`src/include/tmv_pkg.sv`:
```
// transform mode vector bank: shared constants, field layout and carrier types
// Summary of operation
// - early layout: one 128-bit vector, low word textures, next word light/fog, top unused
// - early low word: texture 0 in bits 0-13, texture 1 same pattern in 14-27
// - perspective bit set multiplies final texture coordinates by 1/w, clear skips it
// - early words carry viewer, lighting, normalize, fog, point size, weight, bypass, viewport_offset_select
// - eight 2-bit light modes in bits 0-15: off, infinite, local, spot
// - early fog select bits 16-17: pass, radial, orthogonal, absolute orthogonal
// - texgen codes 0-5 with per-coordinate limits; emboss only texture 1 s
// - early shadows at 0x400f40/0x400f44; low-word write uploads the vector
// - later single vector: texture 0, texture 1, word A, word B from bit 0
// - two vectors: A,B,C plus unused top; four texture words; C enables clip planes
// - word A holds eight material source fields, back in 0-7, front 19-26
// - word A: program start 8-15, normalize, two-sided, local viewer, lighting
// - word B bit 16 skips viewport transform for screen-space positions
// - word B bit 17 chooses legacy or modern arithmetic
// - word B bit 18 widens context memory access from user entries to all
// - word B fog enable, exponential select, fog select width per generation
// - word B point size compute bit 25, weighting mode bits 26-28
// - word B bit 29 permits context writes and forces serial execution
// - word B bits 30-31 pick fixed, bypass or program operating modes
// - texture word: two textures, enable, matrix, r enable, four 3-bit selects
// - a mode command to a word that the current layout's vectors carry uploads a fresh vector
package tmv_pkg;
	// shadow word offsets on the register port
	localparam logic [23:0] OFS_EARLY_HIGH = 24'h400F40;
	localparam logic [23:0] OFS_EARLY_LOW = 24'h400F44;
	localparam logic [23:0] OFS_CLIP = 24'h400FB0;
	localparam logic [23:0] OFS_LIGHT_FOG = 24'h400FB4;
	localparam logic [23:0] OFS_MATERIAL = 24'h400FB8;
	localparam logic [23:0] OFS_TEX_PAIR1 = 24'h400FBC;
	localparam logic [23:0] OFS_TEX_PAIR0 = 24'h400FC0;
	localparam logic [23:0] OFS_TEX_PAIR2 = 24'h400FC4;
	localparam logic [23:0] OFS_TEX_PAIR3 = 24'h400FC8;
	localparam logic [31:0] WORD_RESET = 32'h0;
	// shadow word indices, also the select of a mode command
	localparam int NUM_WORDS = 9;
	localparam logic [3:0] W_EARLY_HIGH = 4'h0;
	localparam logic [3:0] W_EARLY_LOW = 4'h1;
	localparam logic [3:0] W_B = 4'h2;
	localparam logic [3:0] W_A = 4'h3;
	localparam logic [3:0] W_C = 4'h4;
	localparam logic [3:0] W_T0 = 4'h5;
	localparam int NUM_TEX = 8;
	localparam int NUM_LIGHT = 8;
	localparam int NUM_CLIP = 6;
	// early low word fields
	localparam int E_TEX1_LSB = 14;
	localparam int E_LOCAL_VIEWER = 28;
	localparam int E_LIGHTING = 29;
	localparam int E_NORMALIZE = 30;
	localparam int E_FOG_EN = 31;
	// early high word fields
	localparam int E_FOG_SEL_LSB = 16;
	localparam int E_POINT = 25;
	localparam int E_WEIGHT = 27;
	localparam int E_BYPASS = 28;
	localparam int E_VIEWPORT_OFFSET_SELECT = 29;
	// texture fields: early texture slice, later texture word half
	localparam int TEX_LATER_HALF = 16;
	localparam int ET_S_LSB = 3;
	localparam int ET_T_LSB = 6;
	localparam int ET_R_LSB = 9;
	localparam int ET_Q_LSB = 12;
	localparam int LT_S_LSB = 4;
	localparam int LT_T_LSB = 7;
	localparam int LT_R_LSB = 10;
	localparam int LT_Q_LSB = 13;
	// word A fields
	localparam int A_FRONT_LSB = 19;
	localparam int A_PROG_LSB = 8;
	localparam int A_NORMALIZE = 27;
	localparam int A_TWO_SIDE = 29;
	localparam int A_LOCAL_VIEWER = 30;
	localparam int A_LIGHTING = 31;
	// word B fields
	localparam int B_VP_SKIP = 16;
	localparam int B_ARITH = 17;
	localparam int B_CTX_ACCESS = 18;
	localparam int B_FOG_EN = 19;
	localparam int B_FOG_EXP = 21;
	localparam int B_FOG_SEL_LSB = 22;
	localparam int B_POINT = 25;
	localparam int B_WEIGHT_LSB = 26;
	localparam int B_CTX_WRITE = 29;
	localparam int B_OP_LSB = 30;

	typedef enum logic [1:0] {LAYOUT_EARLY, LAYOUT_ONE_VEC, LAYOUT_TWO_VEC} layout_e;
	typedef enum logic [1:0] {OP_FIXED, OP_BYPASS_V3, OP_PROG_V1, OP_PROG_V2} op_mode_e;
	typedef enum logic [2:0] {GEN_PASS, GEN_EYE, GEN_OBJECT, GEN_SPHERE,
		GEN_NORMAL, GEN_REFLECT, GEN_EMBOSS} gen_e;

	typedef struct packed {
		logic wr;
		logic rd;
		logic [23:0] addr;
		logic [31:0] wdata;
	} mmio_req_s;

	typedef struct packed {
		logic valid;
		logic [3:0] sel;
		logic [31:0] data;
	} method_s;

	typedef struct packed {
		logic valid;
		logic vsel;
		logic [127:0] vec;
	} mode_cmd_s;

	typedef struct packed {
		logic enable;
		logic matrix;
		logic persp_mul;
		logic r_enable;
		logic emboss;
		logic legal;
		logic [2:0] gen_s;
		logic [2:0] gen_t;
		logic [2:0] gen_r;
		logic [2:0] gen_q;
	} tex_cfg_s;

	typedef struct packed {
		tex_cfg_s [NUM_TEX-1:0] tex;
		logic [NUM_LIGHT-1:0][1:0] light;
		logic [7:0][1:0] material;
		logic [7:0] prog_start;
		logic [NUM_CLIP-1:0] clip_en;
		logic local_viewer, lighting, normalize, two_side;
		logic fog_en, fog_exp;
		logic [2:0] fog_sel;
		logic point_size, vp_skip, arith_modern, ctx_full, ctx_write;
		logic bypass, viewport_offset_select_center;
		logic [2:0] weight;
		op_mode_e op_mode;
	} mode_decode_s;
endpackage

```
`src/rtl/tex_field_decode.sv`:
```
// one texture's mode fields unpacked and checked for legal generation codes
`timescale 1ns/1ps
module tex_field_decode (
	// field source
	input wire logic i_early,
	input wire logic i_emboss_ok,
	input wire logic [15:0] i_bits,
	// decoded texture
	output tmv_pkg::tex_cfg_s o_cfg
);
	logic [2:0] s, t, r, q;

	// early slices pack q in two bits, later words give every select three
	always_comb begin
		if (i_early) begin
			s = i_bits[tmv_pkg::ET_S_LSB +: 3];
			t = i_bits[tmv_pkg::ET_T_LSB +: 3];
			r = i_bits[tmv_pkg::ET_R_LSB +: 3];
			q = {1'b0, i_bits[tmv_pkg::ET_Q_LSB +: 2]};
		end else begin
			s = i_bits[tmv_pkg::LT_S_LSB +: 3];
			t = i_bits[tmv_pkg::LT_T_LSB +: 3];
			r = i_bits[tmv_pkg::LT_R_LSB +: 3];
			q = i_bits[tmv_pkg::LT_Q_LSB +: 3];
		end
	end

	// later words have no perspective bit, so the 1/w multiply is off there
	always_comb begin
		o_cfg.enable = i_bits[0];
		o_cfg.matrix = i_bits[1];
		o_cfg.persp_mul = i_early & i_bits[0] & i_bits[2];
		o_cfg.r_enable = i_early | i_bits[2];
		o_cfg.gen_s = s;
		o_cfg.gen_t = t;
		o_cfg.gen_r = r;
		o_cfg.gen_q = q;
		o_cfg.emboss = i_bits[0] & (s == tmv_pkg::GEN_EMBOSS) & i_emboss_ok;
		// sphere only s,t; normal/reflect not q; emboss only on texture 1 s
		o_cfg.legal = !i_bits[0] || ((s <= tmv_pkg::GEN_REFLECT || o_cfg.emboss)
			&& t <= tmv_pkg::GEN_REFLECT && r <= tmv_pkg::GEN_REFLECT
			&& r != tmv_pkg::GEN_SPHERE && q <= tmv_pkg::GEN_OBJECT);
	end
endmodule // tex_field_decode

```
`src/rtl/light_order_check.sv`:
```
// flags a light programmed on after a lower-numbered light that is off
`timescale 1ns/1ps
module light_order_check (
	// packed light modes, light 0 in the low pair
	input wire logic [15:0] i_modes,
	// ordering fault
	output logic o_err
);
	logic [tmv_pkg::NUM_LIGHT:0] seen_off;
	logic [tmv_pkg::NUM_LIGHT-1:0] bad;

	assign seen_off[0] = 1'b0;
	// carry "an earlier light is off" up the chain
	for (genvar g = 0; g < tmv_pkg::NUM_LIGHT; g++) begin : g_light
		assign bad[g] = seen_off[g] && (i_modes[2*g +: 2] != 2'h0);
		assign seen_off[g+1] = seen_off[g] || (i_modes[2*g +: 2] == 2'h0);
	end
	assign o_err = |bad;
endmodule // light_order_check

```
`src/rtl/transform_mode_vector_bank.sv`:
```
// shadow mode words, upload of mode vectors and decode of the current shadow words
`timescale 1ns/1ps
module transform_mode_vector_bank (
	// clock and reset
	input wire logic I_CLK,
	input wire logic I_RST,
	// layout strap, not timed to the core clock
	input wire logic [1:0] I_LAYOUT,
	// shadow word access
	input wire tmv_pkg::mmio_req_s I_MMIO,
	output logic [31:0] O_MMIO_RDATA,
	output logic O_MMIO_RVALID,
	// mode-changing commands from the command decoder
	input wire tmv_pkg::method_s I_METHOD,
	// mode upload to the transform engine
	output tmv_pkg::mode_cmd_s O_MODE_CMD,
	// mode decoded from the current shadow words, and programming faults
	output tmv_pkg::mode_decode_s O_DECODE,
	output logic O_LIGHT_ORDER_ERR,
	output logic O_TEX_GEN_ERR
);
	typedef struct packed {
		logic [1:0] lay_meta;
		logic [1:0] lay_sync;
		logic [tmv_pkg::NUM_WORDS-1:0][31:0] word;
		logic [1:0] pend;
		tmv_pkg::mode_cmd_s cmd;
		logic [31:0] rdata;
		logic rvalid;
		tmv_pkg::mode_decode_s dec;
		logic light_err;
		logic tex_err;
	} state_s;

	state_s st_r;
	state_s st_nxt;
	tmv_pkg::layout_e lay;
	logic map_hit;
	logic [3:0] map_idx;
	logic [1:0] touch;
	logic mmio_wr;
	logic meth_wr;
	logic [127:0] vec0;
	logic [127:0] vec1;
	tmv_pkg::tex_cfg_s [tmv_pkg::NUM_TEX-1:0] tex_cfg;
	logic light_err_early;
	logic light_err_later;

	// which vector a written word belongs to, per layout
	function automatic logic [1:0] touch_mask(input logic [3:0] idx,
		input tmv_pkg::layout_e l);
		logic [1:0] m;
		m = 2'b00;
		unique case (l)
		tmv_pkg::LAYOUT_EARLY: m[0] = (idx == tmv_pkg::W_EARLY_LOW);
		tmv_pkg::LAYOUT_ONE_VEC: m[0] = (idx >= tmv_pkg::W_B) && (idx != tmv_pkg::W_C)
			&& (idx <= tmv_pkg::W_T0 + 4'h1);
		tmv_pkg::LAYOUT_TWO_VEC: begin
			m[0] = (idx >= tmv_pkg::W_B) && (idx <= tmv_pkg::W_C);
			m[1] = (idx >= tmv_pkg::W_T0);
		end
		endcase
		return m;
	endfunction

	// strap value 3 has no layout; it falls back to the early one
	always_comb begin
		unique case (st_r.lay_sync)
		2'h1: lay = tmv_pkg::LAYOUT_ONE_VEC;
		2'h2: lay = tmv_pkg::LAYOUT_TWO_VEC;
		default: lay = tmv_pkg::LAYOUT_EARLY;
		endcase
	end

	// address decode of the shadow words; anything else is unmapped
	always_comb begin
		map_hit = 1'b1;
		map_idx = tmv_pkg::W_EARLY_HIGH;
		case (I_MMIO.addr)
		tmv_pkg::OFS_EARLY_HIGH: map_idx = tmv_pkg::W_EARLY_HIGH;
		tmv_pkg::OFS_EARLY_LOW: map_idx = tmv_pkg::W_EARLY_LOW;
		tmv_pkg::OFS_LIGHT_FOG: map_idx = tmv_pkg::W_B;
		tmv_pkg::OFS_MATERIAL: map_idx = tmv_pkg::W_A;
		tmv_pkg::OFS_CLIP: map_idx = tmv_pkg::W_C;
		tmv_pkg::OFS_TEX_PAIR0: map_idx = tmv_pkg::W_T0;
		tmv_pkg::OFS_TEX_PAIR1: map_idx = tmv_pkg::W_T0 + 4'h1;
		tmv_pkg::OFS_TEX_PAIR2: map_idx = tmv_pkg::W_T0 + 4'h2;
		tmv_pkg::OFS_TEX_PAIR3: map_idx = tmv_pkg::W_T0 + 4'h3;
		default: map_hit = 1'b0;
		endcase
	end

	assign mmio_wr = I_MMIO.wr && map_hit;
	assign meth_wr = I_METHOD.valid && (I_METHOD.sel < 4'(tmv_pkg::NUM_WORDS));

	// vectors that need an upload because of this cycle's writes
	always_comb begin
		touch = 2'b00;
		if (mmio_wr) begin
			touch = touch | touch_mask(map_idx, lay);
		end
		if (meth_wr) begin
			touch = touch | touch_mask(I_METHOD.sel, lay);
			if (lay == tmv_pkg::LAYOUT_EARLY && I_METHOD.sel == tmv_pkg::W_EARLY_HIGH) begin
				touch[0] = 1'b1;
			end
		end
	end

	// vectors are built from the shadow at send time, so a burst sends the latest
	always_comb begin
		vec1 = {st_r.word[tmv_pkg::W_T0 + 4'h3], st_r.word[tmv_pkg::W_T0 + 4'h2],
			st_r.word[tmv_pkg::W_T0 + 4'h1], st_r.word[tmv_pkg::W_T0]};
		unique case (lay)
		tmv_pkg::LAYOUT_EARLY: vec0 = {64'h0, st_r.word[tmv_pkg::W_EARLY_HIGH],
			st_r.word[tmv_pkg::W_EARLY_LOW]};
		tmv_pkg::LAYOUT_ONE_VEC: vec0 = {st_r.word[tmv_pkg::W_B], st_r.word[tmv_pkg::W_A],
			st_r.word[tmv_pkg::W_T0 + 4'h1], st_r.word[tmv_pkg::W_T0]};
		tmv_pkg::LAYOUT_TWO_VEC: vec0 = {32'h0, st_r.word[tmv_pkg::W_C],
			st_r.word[tmv_pkg::W_B], st_r.word[tmv_pkg::W_A]};
		endcase
	end

	// texture decoders: early layout uses two slices of the low word
	for (genvar g = 0; g < tmv_pkg::NUM_TEX; g++) begin : g_tex
		logic [15:0] bits;
		logic early_tex;
		localparam logic [3:0] TW = tmv_pkg::W_T0 + 4'(g / 2);
		assign early_tex = (lay == tmv_pkg::LAYOUT_EARLY);
		always_comb begin
			bits = 16'h0;
			unique case (lay)
			tmv_pkg::LAYOUT_EARLY: if (g < 2) begin
				bits = {2'b00, st_r.word[tmv_pkg::W_EARLY_LOW][(g % 2) * tmv_pkg::E_TEX1_LSB +: 14]};
			end
			tmv_pkg::LAYOUT_ONE_VEC: if (g < 4) begin
				bits = st_r.word[TW][(g % 2) * tmv_pkg::TEX_LATER_HALF +: 16];
			end
			tmv_pkg::LAYOUT_TWO_VEC: bits = st_r.word[TW][(g % 2) * tmv_pkg::TEX_LATER_HALF +: 16];
			endcase
		end
		tex_field_decode u_tex (
			.i_early(early_tex),
			.i_emboss_ok(g == 1),
			.i_bits(bits),
			.o_cfg(tex_cfg[g])
		);
	end

	// light ordering checked on whichever word carries the light modes
	light_order_check u_light_early (
		.i_modes(st_r.word[tmv_pkg::W_EARLY_HIGH][15:0]),
		.o_err(light_err_early)
	);
	light_order_check u_light_later (
		.i_modes(st_r.word[tmv_pkg::W_B][15:0]),
		.o_err(light_err_later)
	);

	// next state: shadow writes, upload queue, read return and decode
	always_comb begin
		logic [31:0] wa;
		logic [31:0] wb;
		logic [31:0] el;
		logic [31:0] eh;
		wa = st_r.word[tmv_pkg::W_A];
		wb = st_r.word[tmv_pkg::W_B];
		el = st_r.word[tmv_pkg::W_EARLY_LOW];
		eh = st_r.word[tmv_pkg::W_EARLY_HIGH];
		st_nxt = st_r;
		// strap synchroniser, second stage is the only reader of the first
		st_nxt.lay_meta = I_LAYOUT;
		st_nxt.lay_sync = st_r.lay_meta;
		// a command on the same word as a register write lands last and wins
		if (mmio_wr) begin
			st_nxt.word[map_idx] = I_MMIO.wdata;
		end
		if (meth_wr) begin
			st_nxt.word[I_METHOD.sel] = I_METHOD.data;
		end
		// one upload per cycle, vector 0 first; a new write never loses its bit
		st_nxt.cmd.valid = 1'b0;
		st_nxt.cmd.vsel = 1'b0;
		st_nxt.cmd.vec = st_r.cmd.vec;
		if (st_r.pend[0]) begin
			st_nxt.cmd.valid = 1'b1;
			st_nxt.cmd.vec = vec0;
			st_nxt.pend[0] = 1'b0;
		end else if (st_r.pend[1]) begin
			st_nxt.cmd.valid = 1'b1;
			st_nxt.cmd.vsel = 1'b1;
			st_nxt.cmd.vec = vec1;
			st_nxt.pend[1] = 1'b0;
		end
		st_nxt.pend = st_nxt.pend | touch;
		// reads return one cycle later; unmapped addresses read zero
		st_nxt.rvalid = I_MMIO.rd;
		st_nxt.rdata = (I_MMIO.rd && map_hit) ? st_r.word[map_idx] : 32'h0;
		// decode of the current shadow, aligned with the upload it feeds
		st_nxt.dec = '0;
		st_nxt.dec.tex = tex_cfg;
		st_nxt.tex_err = 1'b0;
		for (int i = 0; i < tmv_pkg::NUM_TEX; i++) begin
			st_nxt.tex_err = st_nxt.tex_err | !tex_cfg[i].legal;
		end
		if (lay == tmv_pkg::LAYOUT_EARLY) begin
			st_nxt.dec.light = eh[15:0];
			st_nxt.dec.local_viewer = el[tmv_pkg::E_LOCAL_VIEWER];
			st_nxt.dec.lighting = el[tmv_pkg::E_LIGHTING];
			st_nxt.dec.normalize = el[tmv_pkg::E_NORMALIZE];
			st_nxt.dec.fog_en = el[tmv_pkg::E_FOG_EN];
			st_nxt.dec.fog_sel = {1'b0, eh[tmv_pkg::E_FOG_SEL_LSB +: 2]};
			st_nxt.dec.point_size = eh[tmv_pkg::E_POINT];
			st_nxt.dec.weight = {2'b00, eh[tmv_pkg::E_WEIGHT]};
			st_nxt.dec.bypass = eh[tmv_pkg::E_BYPASS];
			st_nxt.dec.viewport_offset_select_center = eh[tmv_pkg::E_VIEWPORT_OFFSET_SELECT];
			st_nxt.dec.op_mode = eh[tmv_pkg::E_BYPASS] ? tmv_pkg::OP_BYPASS_V3
				: tmv_pkg::OP_FIXED;
			st_nxt.light_err = light_err_early;
		end else begin
			st_nxt.dec.light = wb[15:0];
			st_nxt.dec.material = {wa[tmv_pkg::A_FRONT_LSB +: 8], wa[7:0]};
			st_nxt.dec.prog_start = wa[tmv_pkg::A_PROG_LSB +: 8];
			st_nxt.dec.normalize = wa[tmv_pkg::A_NORMALIZE];
			st_nxt.dec.two_side = wa[tmv_pkg::A_TWO_SIDE];
			st_nxt.dec.local_viewer = wa[tmv_pkg::A_LOCAL_VIEWER];
			st_nxt.dec.lighting = wa[tmv_pkg::A_LIGHTING];
			st_nxt.dec.vp_skip = wb[tmv_pkg::B_VP_SKIP];
			st_nxt.dec.arith_modern = wb[tmv_pkg::B_ARITH];
			st_nxt.dec.ctx_full = wb[tmv_pkg::B_CTX_ACCESS];
			st_nxt.dec.fog_en = wb[tmv_pkg::B_FOG_EN];
			st_nxt.dec.fog_exp = wb[tmv_pkg::B_FOG_EXP];
			// the earlier part has a 3-bit fog select, the later one only two
			st_nxt.dec.fog_sel = (lay == tmv_pkg::LAYOUT_ONE_VEC)
				? wb[tmv_pkg::B_FOG_SEL_LSB +: 3]
				: {1'b0, wb[tmv_pkg::B_FOG_SEL_LSB +: 2]};
			st_nxt.dec.point_size = wb[tmv_pkg::B_POINT];
			st_nxt.dec.weight = wb[tmv_pkg::B_WEIGHT_LSB +: 3];
			st_nxt.dec.ctx_write = wb[tmv_pkg::B_CTX_WRITE];
			st_nxt.dec.op_mode = tmv_pkg::op_mode_e'(wb[tmv_pkg::B_OP_LSB +: 2]);
			st_nxt.dec.bypass = (lay == tmv_pkg::LAYOUT_ONE_VEC)
				&& (wb[tmv_pkg::B_OP_LSB +: 2] == 2'h1);
			if (lay == tmv_pkg::LAYOUT_TWO_VEC) begin
				st_nxt.dec.clip_en = st_r.word[tmv_pkg::W_C][5:0];
			end
			st_nxt.light_err = light_err_later;
		end
	end

	// all state, shadow words included, clears to zero: fixed function, all off
	always_ff @(posedge I_CLK) begin
		if (I_RST) begin
			st_r <= '0;
		end else begin
			st_r <= st_nxt;
		end
	end

	assign O_MMIO_RDATA = st_r.rdata;
	assign O_MMIO_RVALID = st_r.rvalid;
	assign O_MODE_CMD = st_r.cmd;
	assign O_DECODE = st_r.dec;
	assign O_LIGHT_ORDER_ERR = st_r.light_err;
	assign O_TEX_GEN_ERR = st_r.tex_err;

	// a low-word write in the early layout is uploaded two edges later
	AST_EARLY_UPLOAD: assert property (@(posedge I_CLK) disable iff (I_RST)
		lay == tmv_pkg::LAYOUT_EARLY && mmio_wr && map_idx == tmv_pkg::W_EARLY_LOW
		|=> ##1 O_MODE_CMD.valid && !O_MODE_CMD.vsel)
		else $error("early low-word write not uploaded");

	// a register write to the early high word alone does not upload
	AST_EARLY_HIGH_QUIET: assert property (@(posedge I_CLK) disable iff (I_RST)
		lay == tmv_pkg::LAYOUT_EARLY && $stable(lay) && !st_r.pend[0] && !meth_wr
		&& mmio_wr && map_idx == tmv_pkg::W_EARLY_HIGH |=> ##1 !O_MODE_CMD.valid)
		else $error("early high-word write uploaded");

	// early vector keeps its upper half zero
	AST_EARLY_TOP_ZERO: assert property (@(posedge I_CLK) disable iff (I_RST)
		st_r.pend[0] && lay == tmv_pkg::LAYOUT_EARLY |=> O_MODE_CMD.vec[127:64] == 64'h0)
		else $error("early vector upper half not zero");

	// vector 0 of the two-vector layout leaves its top word empty
	AST_TWO_VEC_TOP: assert property (@(posedge I_CLK) disable iff (I_RST)
		O_MODE_CMD.valid && !O_MODE_CMD.vsel && $past(lay) == tmv_pkg::LAYOUT_TWO_VEC
		|-> O_MODE_CMD.vec[127:96] == 32'h0)
		else $error("two-vector top word not zero");

	// a two-vector-layout register write to word B or above is uploaded within three edges
	AST_LATER_UPLOAD: assert property (@(posedge I_CLK) disable iff (I_RST)
		lay == tmv_pkg::LAYOUT_TWO_VEC && $stable(lay) && mmio_wr
		&& map_idx >= tmv_pkg::W_B |-> ##[2:3] O_MODE_CMD.valid)
		else $error("later-layout write not uploaded");

	// early layout: perspective multiply follows texture 0's enable and perspective bits
	AST_PERSP: assert property (@(posedge I_CLK) disable iff (I_RST)
		lay == tmv_pkg::LAYOUT_EARLY |=> O_DECODE.tex[0].persp_mul
		== ($past(st_r.word[tmv_pkg::W_EARLY_LOW][0]) && $past(st_r.word[tmv_pkg::W_EARLY_LOW][2])))
		else $error("perspective multiply mismatch");

	// operating mode tracks word B bits 30-31
	AST_OP_MODE: assert property (@(posedge I_CLK) disable iff (I_RST)
		lay != tmv_pkg::LAYOUT_EARLY |=> O_DECODE.op_mode == $past(st_r.word[tmv_pkg::W_B][31:30]))
		else $error("operating mode mismatch");

	// viewport skip tracks word B bit 16
	AST_VP_SKIP: assert property (@(posedge I_CLK) disable iff (I_RST)
		lay != tmv_pkg::LAYOUT_EARLY |=> O_DECODE.vp_skip == $past(st_r.word[tmv_pkg::W_B][16]))
		else $error("viewport skip mismatch");

	// shadow words are zero on the first edge after reset
	AST_RESET_ZERO: assert property (@(posedge I_CLK) disable iff (I_RST)
		$fell(I_RST) |-> st_r.word == '0 && !O_MODE_CMD.valid)
		else $error("shadow not zero after reset");

	// early light modes come straight from the high word
	AST_EARLY_LIGHTS: assert property (@(posedge I_CLK) disable iff (I_RST)
		lay == tmv_pkg::LAYOUT_EARLY
		|=> O_DECODE.light == $past(st_r.word[tmv_pkg::W_EARLY_HIGH][15:0]))
		else $error("early light modes mismatch");

	// material sources: front pairs above back pairs, both straight from word A
	AST_MATERIAL: assert property (@(posedge I_CLK) disable iff (I_RST)
		lay != tmv_pkg::LAYOUT_EARLY |=> O_DECODE.material
		== {$past(st_r.word[tmv_pkg::W_A][26:19]), $past(st_r.word[tmv_pkg::W_A][7:0])})
		else $error("material source mismatch");

	// clip plane enables follow word C in the two-vector layout
	AST_CLIP: assert property (@(posedge I_CLK) disable iff (I_RST)
		lay == tmv_pkg::LAYOUT_TWO_VEC
		|=> O_DECODE.clip_en == $past(st_r.word[tmv_pkg::W_C][5:0]))
		else $error("clip enable mismatch");

	// the later part has a 2-bit fog select, so the top bit must read zero
	AST_FOG_SEL_TWO: assert property (@(posedge I_CLK) disable iff (I_RST)
		lay == tmv_pkg::LAYOUT_TWO_VEC
		|=> O_DECODE.fog_sel == {1'b0, $past(st_r.word[tmv_pkg::W_B][23:22])})
		else $error("two-vector fog select mismatch");

	// a two-vector-layout mode command to word B or above is uploaded within three edges
	AST_METHOD_UPLOAD: assert property (@(posedge I_CLK) disable iff (I_RST)
		lay == tmv_pkg::LAYOUT_TWO_VEC && $stable(lay) && meth_wr
		&& I_METHOD.sel >= tmv_pkg::W_B |-> ##[2:3] O_MODE_CMD.valid)
		else $error("mode command not uploaded");

	// q has no sphere map in the early slice, so code 3 there is a fault
	AST_EARLY_Q_ILLEGAL: assert property (@(posedge I_CLK) disable iff (I_RST)
		lay == tmv_pkg::LAYOUT_EARLY && st_r.word[tmv_pkg::W_EARLY_LOW][0]
		&& st_r.word[tmv_pkg::W_EARLY_LOW][13:12] == 2'h3 |=> O_TEX_GEN_ERR)
		else $error("illegal q generation not flagged");

	// unmapped reads still answer, with zero, so a poller never hangs
	AST_UNMAPPED_READ: assert property (@(posedge I_CLK) disable iff (I_RST)
		I_MMIO.rd && !map_hit |=> O_MMIO_RVALID && O_MMIO_RDATA == 32'h0)
		else $error("unmapped read not answered with zero");
endmodule // transform_mode_vector_bank

```
`config.mk`:
```
export PLATFORM = sky130hd
export DESIGN_NAME = transform_mode_vector_bank
export DESIGN_NICKNAME = d
export VERILOG_FILES = /design/src/include/tmv_pkg.sv /design/src/rtl/tex_field_decode.sv /design/src/rtl/light_order_check.sv /design/src/rtl/transform_mode_vector_bank.sv
export SDC_FILE = /design/constraint.sdc
export NUM_CORES = 2
export LEC_CHECK = 0
export ABC_CLOCK_PERIOD_IN_PS = 3610
export BUFFER_PORTS_ARGS = -buffer_cell sky130_fd_sc_hd__clkbuf_2
export CAP_MARGIN = 30
export CORE_UTILIZATION = 50
export DETAILED_ROUTE_END_ITERATION = 7
export PLACE_DENSITY_LB_ADDON = 0.12
export SETUP_SLACK_MARGIN = 0.1
export SLEW_MARGIN = 20
export SYNTH_ARGS = -nofsm -noshare
export SYNTH_HDL_FRONTEND = slang
export SYNTH_SLANG_ARGS = --single-unit
```
`constraint.sdc`:
```
create_clock -name I_CLK -period 3.61 [get_ports I_CLK]
set_input_delay 0.5415 -clock I_CLK [delete_from_list [all_inputs] [get_ports I_CLK]]
set_output_delay 0.5415 -clock I_CLK [all_outputs]
set_load 0.1 [all_outputs]
```
Word level (Yosys, flattened, before mapping)
Index checks and enable logic that the tools add are counted.

operators by class
  eq/ne operators = 27
  reduce and logical (&&, ||, !) cells = 139
  bitwise operators = 39
  mux-type cells = 74
  magnitude comparators = 45

operator list
  kind                  number
  $bwmux 288            2
  $mux 288              2
  $pmux 128 s3          1
  $demux 32 s4          2
  $eq 24x23->1 const B  9
  $mux 130              1
  $bmux 32 s4           1
  $mux 128              1
  $mux 16               7
  $mux 3                34
  $mux 32               3
  $le 3x3->1 const B    24
  $pmux 16 s2           2
  $logic_and 1x1->1     59
  $pmux 4 s8            1
  $logic_not 2->1       15
  $reduce_bool 2->1     15
  $le 3x2->1 const B    8
  $ne 3x2->1 const B    8
  $logic_or 1x1->1      21
  $and 1x1->1           17
  $le 4x3->1 const B    4
  $logic_not 1->1       16
  $or 1x1->1            15
  other kinds (22)      56

word-level totals
  register bits after elaboration = 670
  logic and storage cells = 459
  bits of input ports = 99
  output and inout bits = 376

Depth between registers and ports, before layout
  depth in word-level cells = 22
  gate-level depth with buffers = 10
  gate-level depth less buffers = 8

Hierarchy
From an unflattened synthesis, not the netlist that was laid out.

unflattened totals
  cells, all modules = 4,257
  area, all modules = 34,777.1 sq um

by module, submodules not included
  module                      area an instance (sq um)  cells each  seq. area each (sq um)  instances
  transform_mode_vector_bank  32,509.9                  3,983       13,412.9                1
  tex_field_decode            264.0                     31          0.0                     8
  light_order_check           77.6                      13          0.0                     2

Worst setup path after synthesis
OpenSTA, ideal clock, no wires.

  kind = in2reg
  start = input port I_MMIO[50] in the netlist's numbering
  end = register st_r[635] in the netlist's numbering
  arrival time = 2,850 ps
  slack = 675 ps
  stages on the path = 8
  setup time = 86 ps
  buffers on the path = 2
  required time = 3,524 ps
  cell sequence = or4_4 -> nor4_4 -> nand2_1 -> or4_1 -> clkbuf_1 -> buf_2 -> mux2i_1 -> a211oi_1

on the way
  cells in the longest elaborated chain, start to end = 10
  elaborated cells on any way between the ends = 22
  those cells by class = order compare (2); eq/ne (9); mux (8); reduce/logical (3)

RTL lines
  element                                                                line                               text
  start, declared                                                        transform_mode_vector_bank.sv:10   input wire tmv_pkg::mmio_req_s I_MMIO,
  $eq 24x23->1                                                           transform_mode_vector_bank.sv:79   case (I_MMIO.addr)
  $pmux 4 s8                                                             transform_mode_vector_bank.sv:79
  $lt 4x5->1 (implied by the code) / $ge 4x1->1 (equally long branches)  transform_mode_vector_bank.sv:176  st_nxt.word[map_idx] = I_MMIO.wdata;
  $logic_and 1x1->1 (implied by the code)                                transform_mode_vector_bank.sv:176
  $mux 32 (implied by the code)                                          transform_mode_vector_bank.sv:176
  $demux 32 s4                                                           transform_mode_vector_bank.sv:176
  $bwmux 288                                                             transform_mode_vector_bank.sv:176
  $mux 288 *                                                             transform_mode_vector_bank.sv:175  if (mmio_wr) begin
  $bwmux 288                                                             transform_mode_vector_bank.sv:179  st_nxt.word[I_METHOD.sel] = I_METHOD.data;
  $mux 288 *                                                             transform_mode_vector_bank.sv:178  if (meth_wr) begin
  end signal, assigned                                                   transform_mode_vector_bank.sv:255  st_r <= st_nxt;
  end, declared                                                          transform_mode_vector_bank.sv:35   state_s st_r;

Mark *: on every way between the ends. The rest lies on a longest branch, timed or not.
A chain may end at the register's enable or synchronous reset.

Final worst setup path
  start = register st_r[666] in the netlist's numbering
  end = register st_r, in the netlist O_TEX_GEN_ERR

on the way
  cells in the longest elaborated chain, start to end = 22
  elaborated cells on any way between the ends = 153
  those cells by class = order compare (32); eq/ne (13); mux (41); bitwise (8); reduce/logical (59)

RTL lines
  element                                              line                               text
  $eq 2x2->1 / $eq 2x1->1 (equally long branches)      transform_mode_vector_bank.sv:68   unique case (st_r.lay_sync)
  $pmux 2 s2 *                                         transform_mode_vector_bank.sv:68
  branches (longest 19 deep; another with $le 3x3->1)  n/a
  $or 1x1->1 *                                         transform_mode_vector_bank.sv:204  st_nxt.tex_err = st_nxt.tex_err | !tex_cfg[i].legal;

Mark *: on every way between the ends.

==> run_summary.xml <==
<?xml version="1.0" encoding="UTF-8"?>
<metrics>
  <group name="run_status">
    <metric name="status" unit="">complete, but fails checks</metric>
    <metric name="failed_checks" unit="">design-rule violations</metric>
  </group>
  <group name="clocking">
    <metric name="cts-resized-gates" unit="">0</metric>
    <metric name="cts.root.buffer_cell" unit="">sky130_fd_sc_hd__clkbuf_16</metric>
    <metric name="ctsHtreeMaxLevel" unit="">3</metric>
    <metric name="cts_buffer_depth" unit="">3</metric>
    <metric name="clk_pin_slew" unit="ns">0.06</metric>
    <metric name="clock-sinks" unit="">663</metric>
    <metric name="cts_tree" unit="">yes</metric>
    <metric name="cts-hold-fix-buffers" unit="">0</metric>
    <metric name="worst_skew_pair.late_latency" unit="ns">0.63</metric>
    <metric name="post-cts-setup-buffers" unit="">0</metric>
    <metric name="cts-buffers-inserted" unit="">72</metric>
  </group>
  <group name="worst_setup_path">
    <metric name="crit_path_max_fanout" unit="">37</metric>
    <metric name="crit_path_start_kind" unit="">flip-flop</metric>
    <metric name="cp_slowest_cell" unit="">sky130_fd_sc_hd__ha_4</metric>
    <metric name="critical_path_cell_by_cell" unit="">inv_1 &gt; ha_4 &gt; buf_12 &gt; mux2_2 &gt; a22oi_1 &gt; a31oi_1 &gt; nor2_1 &gt; a41oi_1</metric>
    <metric name="slowest_delay" unit="ns">0.58</metric>
    <metric name="worst_setup_path_end_kind" unit="">flip-flop</metric>
    <metric name="critPathRequiredTime" unit="ns">4.07</metric>
    <metric name="arrival" unit="ns">3.26</metric>
    <metric name="worst-setup-path-type" unit="">reg2reg</metric>
  </group>
  <group name="logic_synthesis">
    <metric name="synth_seq_cells" unit="">663</metric>
    <metric name="post_synth_instance_area" unit="µm²">32400</metric>
    <metric name="post_synth_num_cell_types" unit="">67</metric>
    <metric name="ffs_w_async_s_r_synth" unit="">0</metric>
    <metric name="synth-warning-count" unit="">0</metric>
    <metric name="avgSynthCellArea" unit="µm²">8.971</metric>
    <metric name="ys_dominant_reg_cell" unit="">sky130_fd_sc_hd__dfxtp_1</metric>
    <metric name="synth_edf_count" unit="">0</metric>
    <metric name="postSynthCellCount" unit="">3612</metric>
    <metric name="synth-seq-area-share" unit="">0.4096</metric>
  </group>
  <group name="drt">
    <metric name="met3RoutedLength" unit="µm">18540</metric>
    <metric name="via_per_inst" unit="">6.404</metric>
    <metric name="drt-initial-drc-count" unit="">4086</metric>
    <metric name="vias" unit="">28459</metric>
    <metric name="drt_drc_violations_left" unit="">2</metric>
    <metric name="total_wirelength_of_the_detailed_routed_design" unit="µm">133800</metric>
    <metric name="wire_per_inst" unit="µm">30.11</metric>
    <metric name="wl_met1" unit="µm">56870</metric>
    <metric name="drt-pass1-iter-count" unit="">8</metric>
    <metric name="met2_length" unit="µm">54310</metric>
    <metric name="routed.top_layer" unit="">met5</metric>
    <metric name="detail-route-antenna-nets" unit="">0</metric>
  </group>
  <group name="cells_and_area">
    <metric name="postLayoutCoreUtil" unit="">0.5556</metric>
    <metric name="area_delta_synth_final" unit="%">8.942</metric>
    <metric name="layout-drive-gt1-share" unit="">0.2048</metric>
    <metric name="layout.nets" unit="">3649</metric>
    <metric name="post_layout_nonfiller_instances" unit="">4444</metric>
  </group>
  <group name="timing">
    <metric name="final-max-slew-violation-count" unit="">0</metric>
    <metric name="report.final.hold_viol_count" unit="">0</metric>
    <metric name="timing.final.crit_period" unit="ns">2.805</metric>
    <metric name="final-setup-viol-count" unit="">0</metric>
    <metric name="post-route-period-util" unit="">0.7770</metric>
    <metric name="finalSetupTns" unit="ns">0</metric>
    <metric name="max_slew_margin" unit="">0.3299</metric>
    <metric name="maxClockFrequency" unit="MHz">356.5</metric>
    <metric name="worstMarginPinSlew" unit="ns">1.005</metric>
    <metric name="layout_setup_ws" unit="ns">0.8049</metric>
    <metric name="fin_worst_skew" unit="ns">0.02391</metric>
    <metric name="rsz0062_at_grt" unit="">no</metric>
  </group>
  <group name="floorplan">
    <metric name="die_area" unit="µm²">65830</metric>
    <metric name="core_area" unit="µm²">63540</metric>
    <metric name="die_x" unit="µm">256.6</metric>
    <metric name="io-pin-count" unit="">475</metric>
    <metric name="initial_core_util" unit="">0.5100</metric>
    <metric name="num_rows" unit="">92</metric>
    <metric name="dieHeight" unit="µm">256.6</metric>
  </group>
  <group name="placed_design">
    <metric name="place_worst_setup_slack" unit="ns">0.3310</metric>
    <metric name="io_buffer_count" unit="">467</metric>
    <metric name="place.detailed.instances" unit="">4318</metric>
    <metric name="gpl_congestion" unit="">0.9856</metric>
    <metric name="post-dp-hpwl" unit="µm">92380</metric>
  </group>
  <group name="pwr">
    <metric name="power-per-cell-area" unit="nW/µm²">470.6</metric>
    <metric name="ir_worst_vdd" unit="µV">288.1</metric>
    <metric name="p_leak" unit="nW">13.60</metric>
  </group>
  <group name="flow_run">
    <metric name="max-cap-violations" unit="">0</metric>
  </group>
  <group name="worst_hold_path">
    <metric name="hold_path_class" unit="">in2reg</metric>
  </group>
  <group name="global_route">
    <metric name="wire_length_of_the_first_global_routing_pass" unit="µm">191500</metric>
    <metric name="track_usage" unit="">0.3932</metric>
    <metric name="antenna_found_initial" unit="">11</metric>
    <metric name="grt_start_max_net_pins" unit="">174</metric>
    <metric name="leftover_overflow_at_the_end_of_global_routing" unit="">0</metric>
    <metric name="grt_pass1_vias" unit="">26518</metric>
  </group>
</metrics>
==> per-layer routing <==
metal | up-vias | track usage
met4 | 4 | 0.1326
met5 | - | 0
li1 | 12417 | -
met2 | 1954 | 0.5423
met3 | 225 | 0.1383
met1 | 13859 | 0.5617
==> stage by stage <==
stage / power [W] / hold slack, ns / instance area [µm²]
after floorplan: 0.008548 / 0.4138 / 32430
after global placement: 0.008948 / 0.4454 / 32770
after detailed placement: 0.008968 / 0.4392 / 32820
after CTS: 0.01660 / 0.1474 / 35250
after global routing: 0.01701 / 0.1663 / 35300
final: 0.01661 / 0.1640 / 35300
==> synthesized netlist by cell type (all sizes together), types with 7 or more instances <==
cell type  number  area share
clkbuf        279       0.032
nor3           12      0.0020
inv            19      0.0022
a222oi         58       0.018
nor4            9      0.0054
mux2i         425        0.13
nand2         186       0.022
nand3           8      0.0012
and2           83       0.016
o21ai          49      0.0076
dfxtp         663        0.41
a31oi          35      0.0068
a22oi          44       0.010
a211oi        385       0.090
and3            9      0.0017
o22ai           9      0.0017
o221ai         29      0.0078
a22o           35      0.0095
a221o          21      0.0065
nor2b          60       0.012
a21oi          81       0.013
a221oi         47       0.013
buf           450       0.099
o41ai           7      0.0019
nor2          536       0.062
==> power breakdown <==
group	leakage [nW]	switching [W]	internal, W
Combinational	7.04	0.000972	0.000299
Clock	1.20	0.00313	0.00462
Sequential	5.36	0.000168	0.00742
Total	13.6	0.00427	0.0123
==> layout make-up <==
| class | count | area, µm² |
|---|---|---|
| Antenna cell | 4 | 10.01 |
| Clock buffer | 97 | 2091 |
| Clock inverter | 23 | 339.1 |
| Fill cell | 5757 | 28240 |
| Inverter | 19 | 71.32 |
| Multi-Input combinational cell | 2209 | 14940 |
| Sequential cell | 663 | 13280 |
| Tap cell | 846 | 1059 |
| Timing Repair Buffer | 583 | 3513 |
==> sequential cells by signal (all words and copies together) (netlist names) <==
signal	count
st_r	292
O_DECODE	204
O_MODE_CMD	130
O_MMIO_RDATA	32
st_nxt	2
O_LIGHT_ORDER_ERR	1
O_MMIO_RVALID	1
O_TEX_GEN_ERR	1
==> cells by family (layout without fill, tap and decap cells) <==
kind of cell / count (synthesis) / after routing / share of synthesized area
AND/OR/NAND/NOR: 936 / 936 / 0.1299
AO/OA/AOI/OAI: 833 / 833 / 0.1938
buffers and inverters: 748 / 722 / 0.1332
flip-flops: 663 / 663 / 0.4096
multiplexers: 429 / 429 / 0.1327
adder cells (fa/ha/maj): 2 / 2 / 0.0007721
other: 1 / 13 / 0.0001157
==> critical path: cells and delay by family, from the launching register on <==
kind / cells / cell delay [ns]
AO/OA/AOI/OAI: 3 / 0.63
adder cells (fa/ha/maj): 1 / 0.58
buffers and inverters: 2 / 0.43
flip-flops: 1 / 0.41
multiplexers: 1 / 0.38
AND/OR/NAND/NOR: 1 / 0.15
==> cells in the final DEF, fill, tap and decap left out, types with 6 or more instances in the layout <==
| master | n |
|---|---|
| sky130_fd_sc_hd__nor2_1 | 531 |
| sky130_fd_sc_hd__o41ai_1 | 7 |
| sky130_fd_sc_hd__a22o_1 | 35 |
| sky130_fd_sc_hd__and2_1 | 83 |
| sky130_fd_sc_hd__nand2_1 | 180 |
| sky130_fd_sc_hd__clkbuf_2 | 466 |
| sky130_fd_sc_hd__a31oi_1 | 35 |
| sky130_fd_sc_hd__a221oi_1 | 47 |
| sky130_fd_sc_hd__o21ai_0 | 48 |
| sky130_fd_sc_hd__conb_1 | 9 |
| sky130_fd_sc_hd__buf_12 | 22 |
| sky130_fd_sc_hd__o211ai_1 | 6 |
| sky130_fd_sc_hd__clkbuf_1 | 10 |
| sky130_fd_sc_hd__a211oi_1 | 384 |
| sky130_fd_sc_hd__a221o_1 | 21 |
| sky130_fd_sc_hd__inv_1 | 19 |
| sky130_fd_sc_hd__a222oi_1 | 58 |
| sky130_fd_sc_hd__mux2i_1 | 425 |
| sky130_fd_sc_hd__buf_4 | 93 |
| sky130_fd_sc_hd__a22oi_1 | 44 |
| sky130_fd_sc_hd__nand3_1 | 6 |
| sky130_fd_sc_hd__clkinv_2 | 10 |
| sky130_fd_sc_hd__a21o_1 | 6 |
| sky130_fd_sc_hd__a21oi_1 | 81 |
| sky130_fd_sc_hd__clkbuf_8 | 11 |
| sky130_fd_sc_hd__nor4_4 | 8 |
| sky130_fd_sc_hd__o221ai_1 | 29 |
| sky130_fd_sc_hd__dfxtp_1 | 661 |
| sky130_fd_sc_hd__clkbuf_16 | 76 |
| sky130_fd_sc_hd__o22ai_1 | 9 |
| sky130_fd_sc_hd__nor2b_1 | 59 |
| sky130_fd_sc_hd__nor3_1 | 11 |
| sky130_fd_sc_hd__bufinv_16 | 8 |
| sky130_fd_sc_hd__and3_1 | 9 |
==> final timing paths <==
| path | endpoint | depth (start not counted) | from | slack (ns) |
|---|---|---|---|---|
| worst max register to register | O_TEX_GEN_ERR | 8 | st_r[666] | 0.80 |
| worst min register to register | st_r[666] | 1 | st_nxt[666] | 0.44 |
| worst min-delay path | st_nxt[666] | 2 | I_LAYOUT[0] | 0.16 |
| worst max-delay path | O_TEX_GEN_ERR | 8 | st_r[666] | 0.80 |
Power figures use the tool's default switching activity.
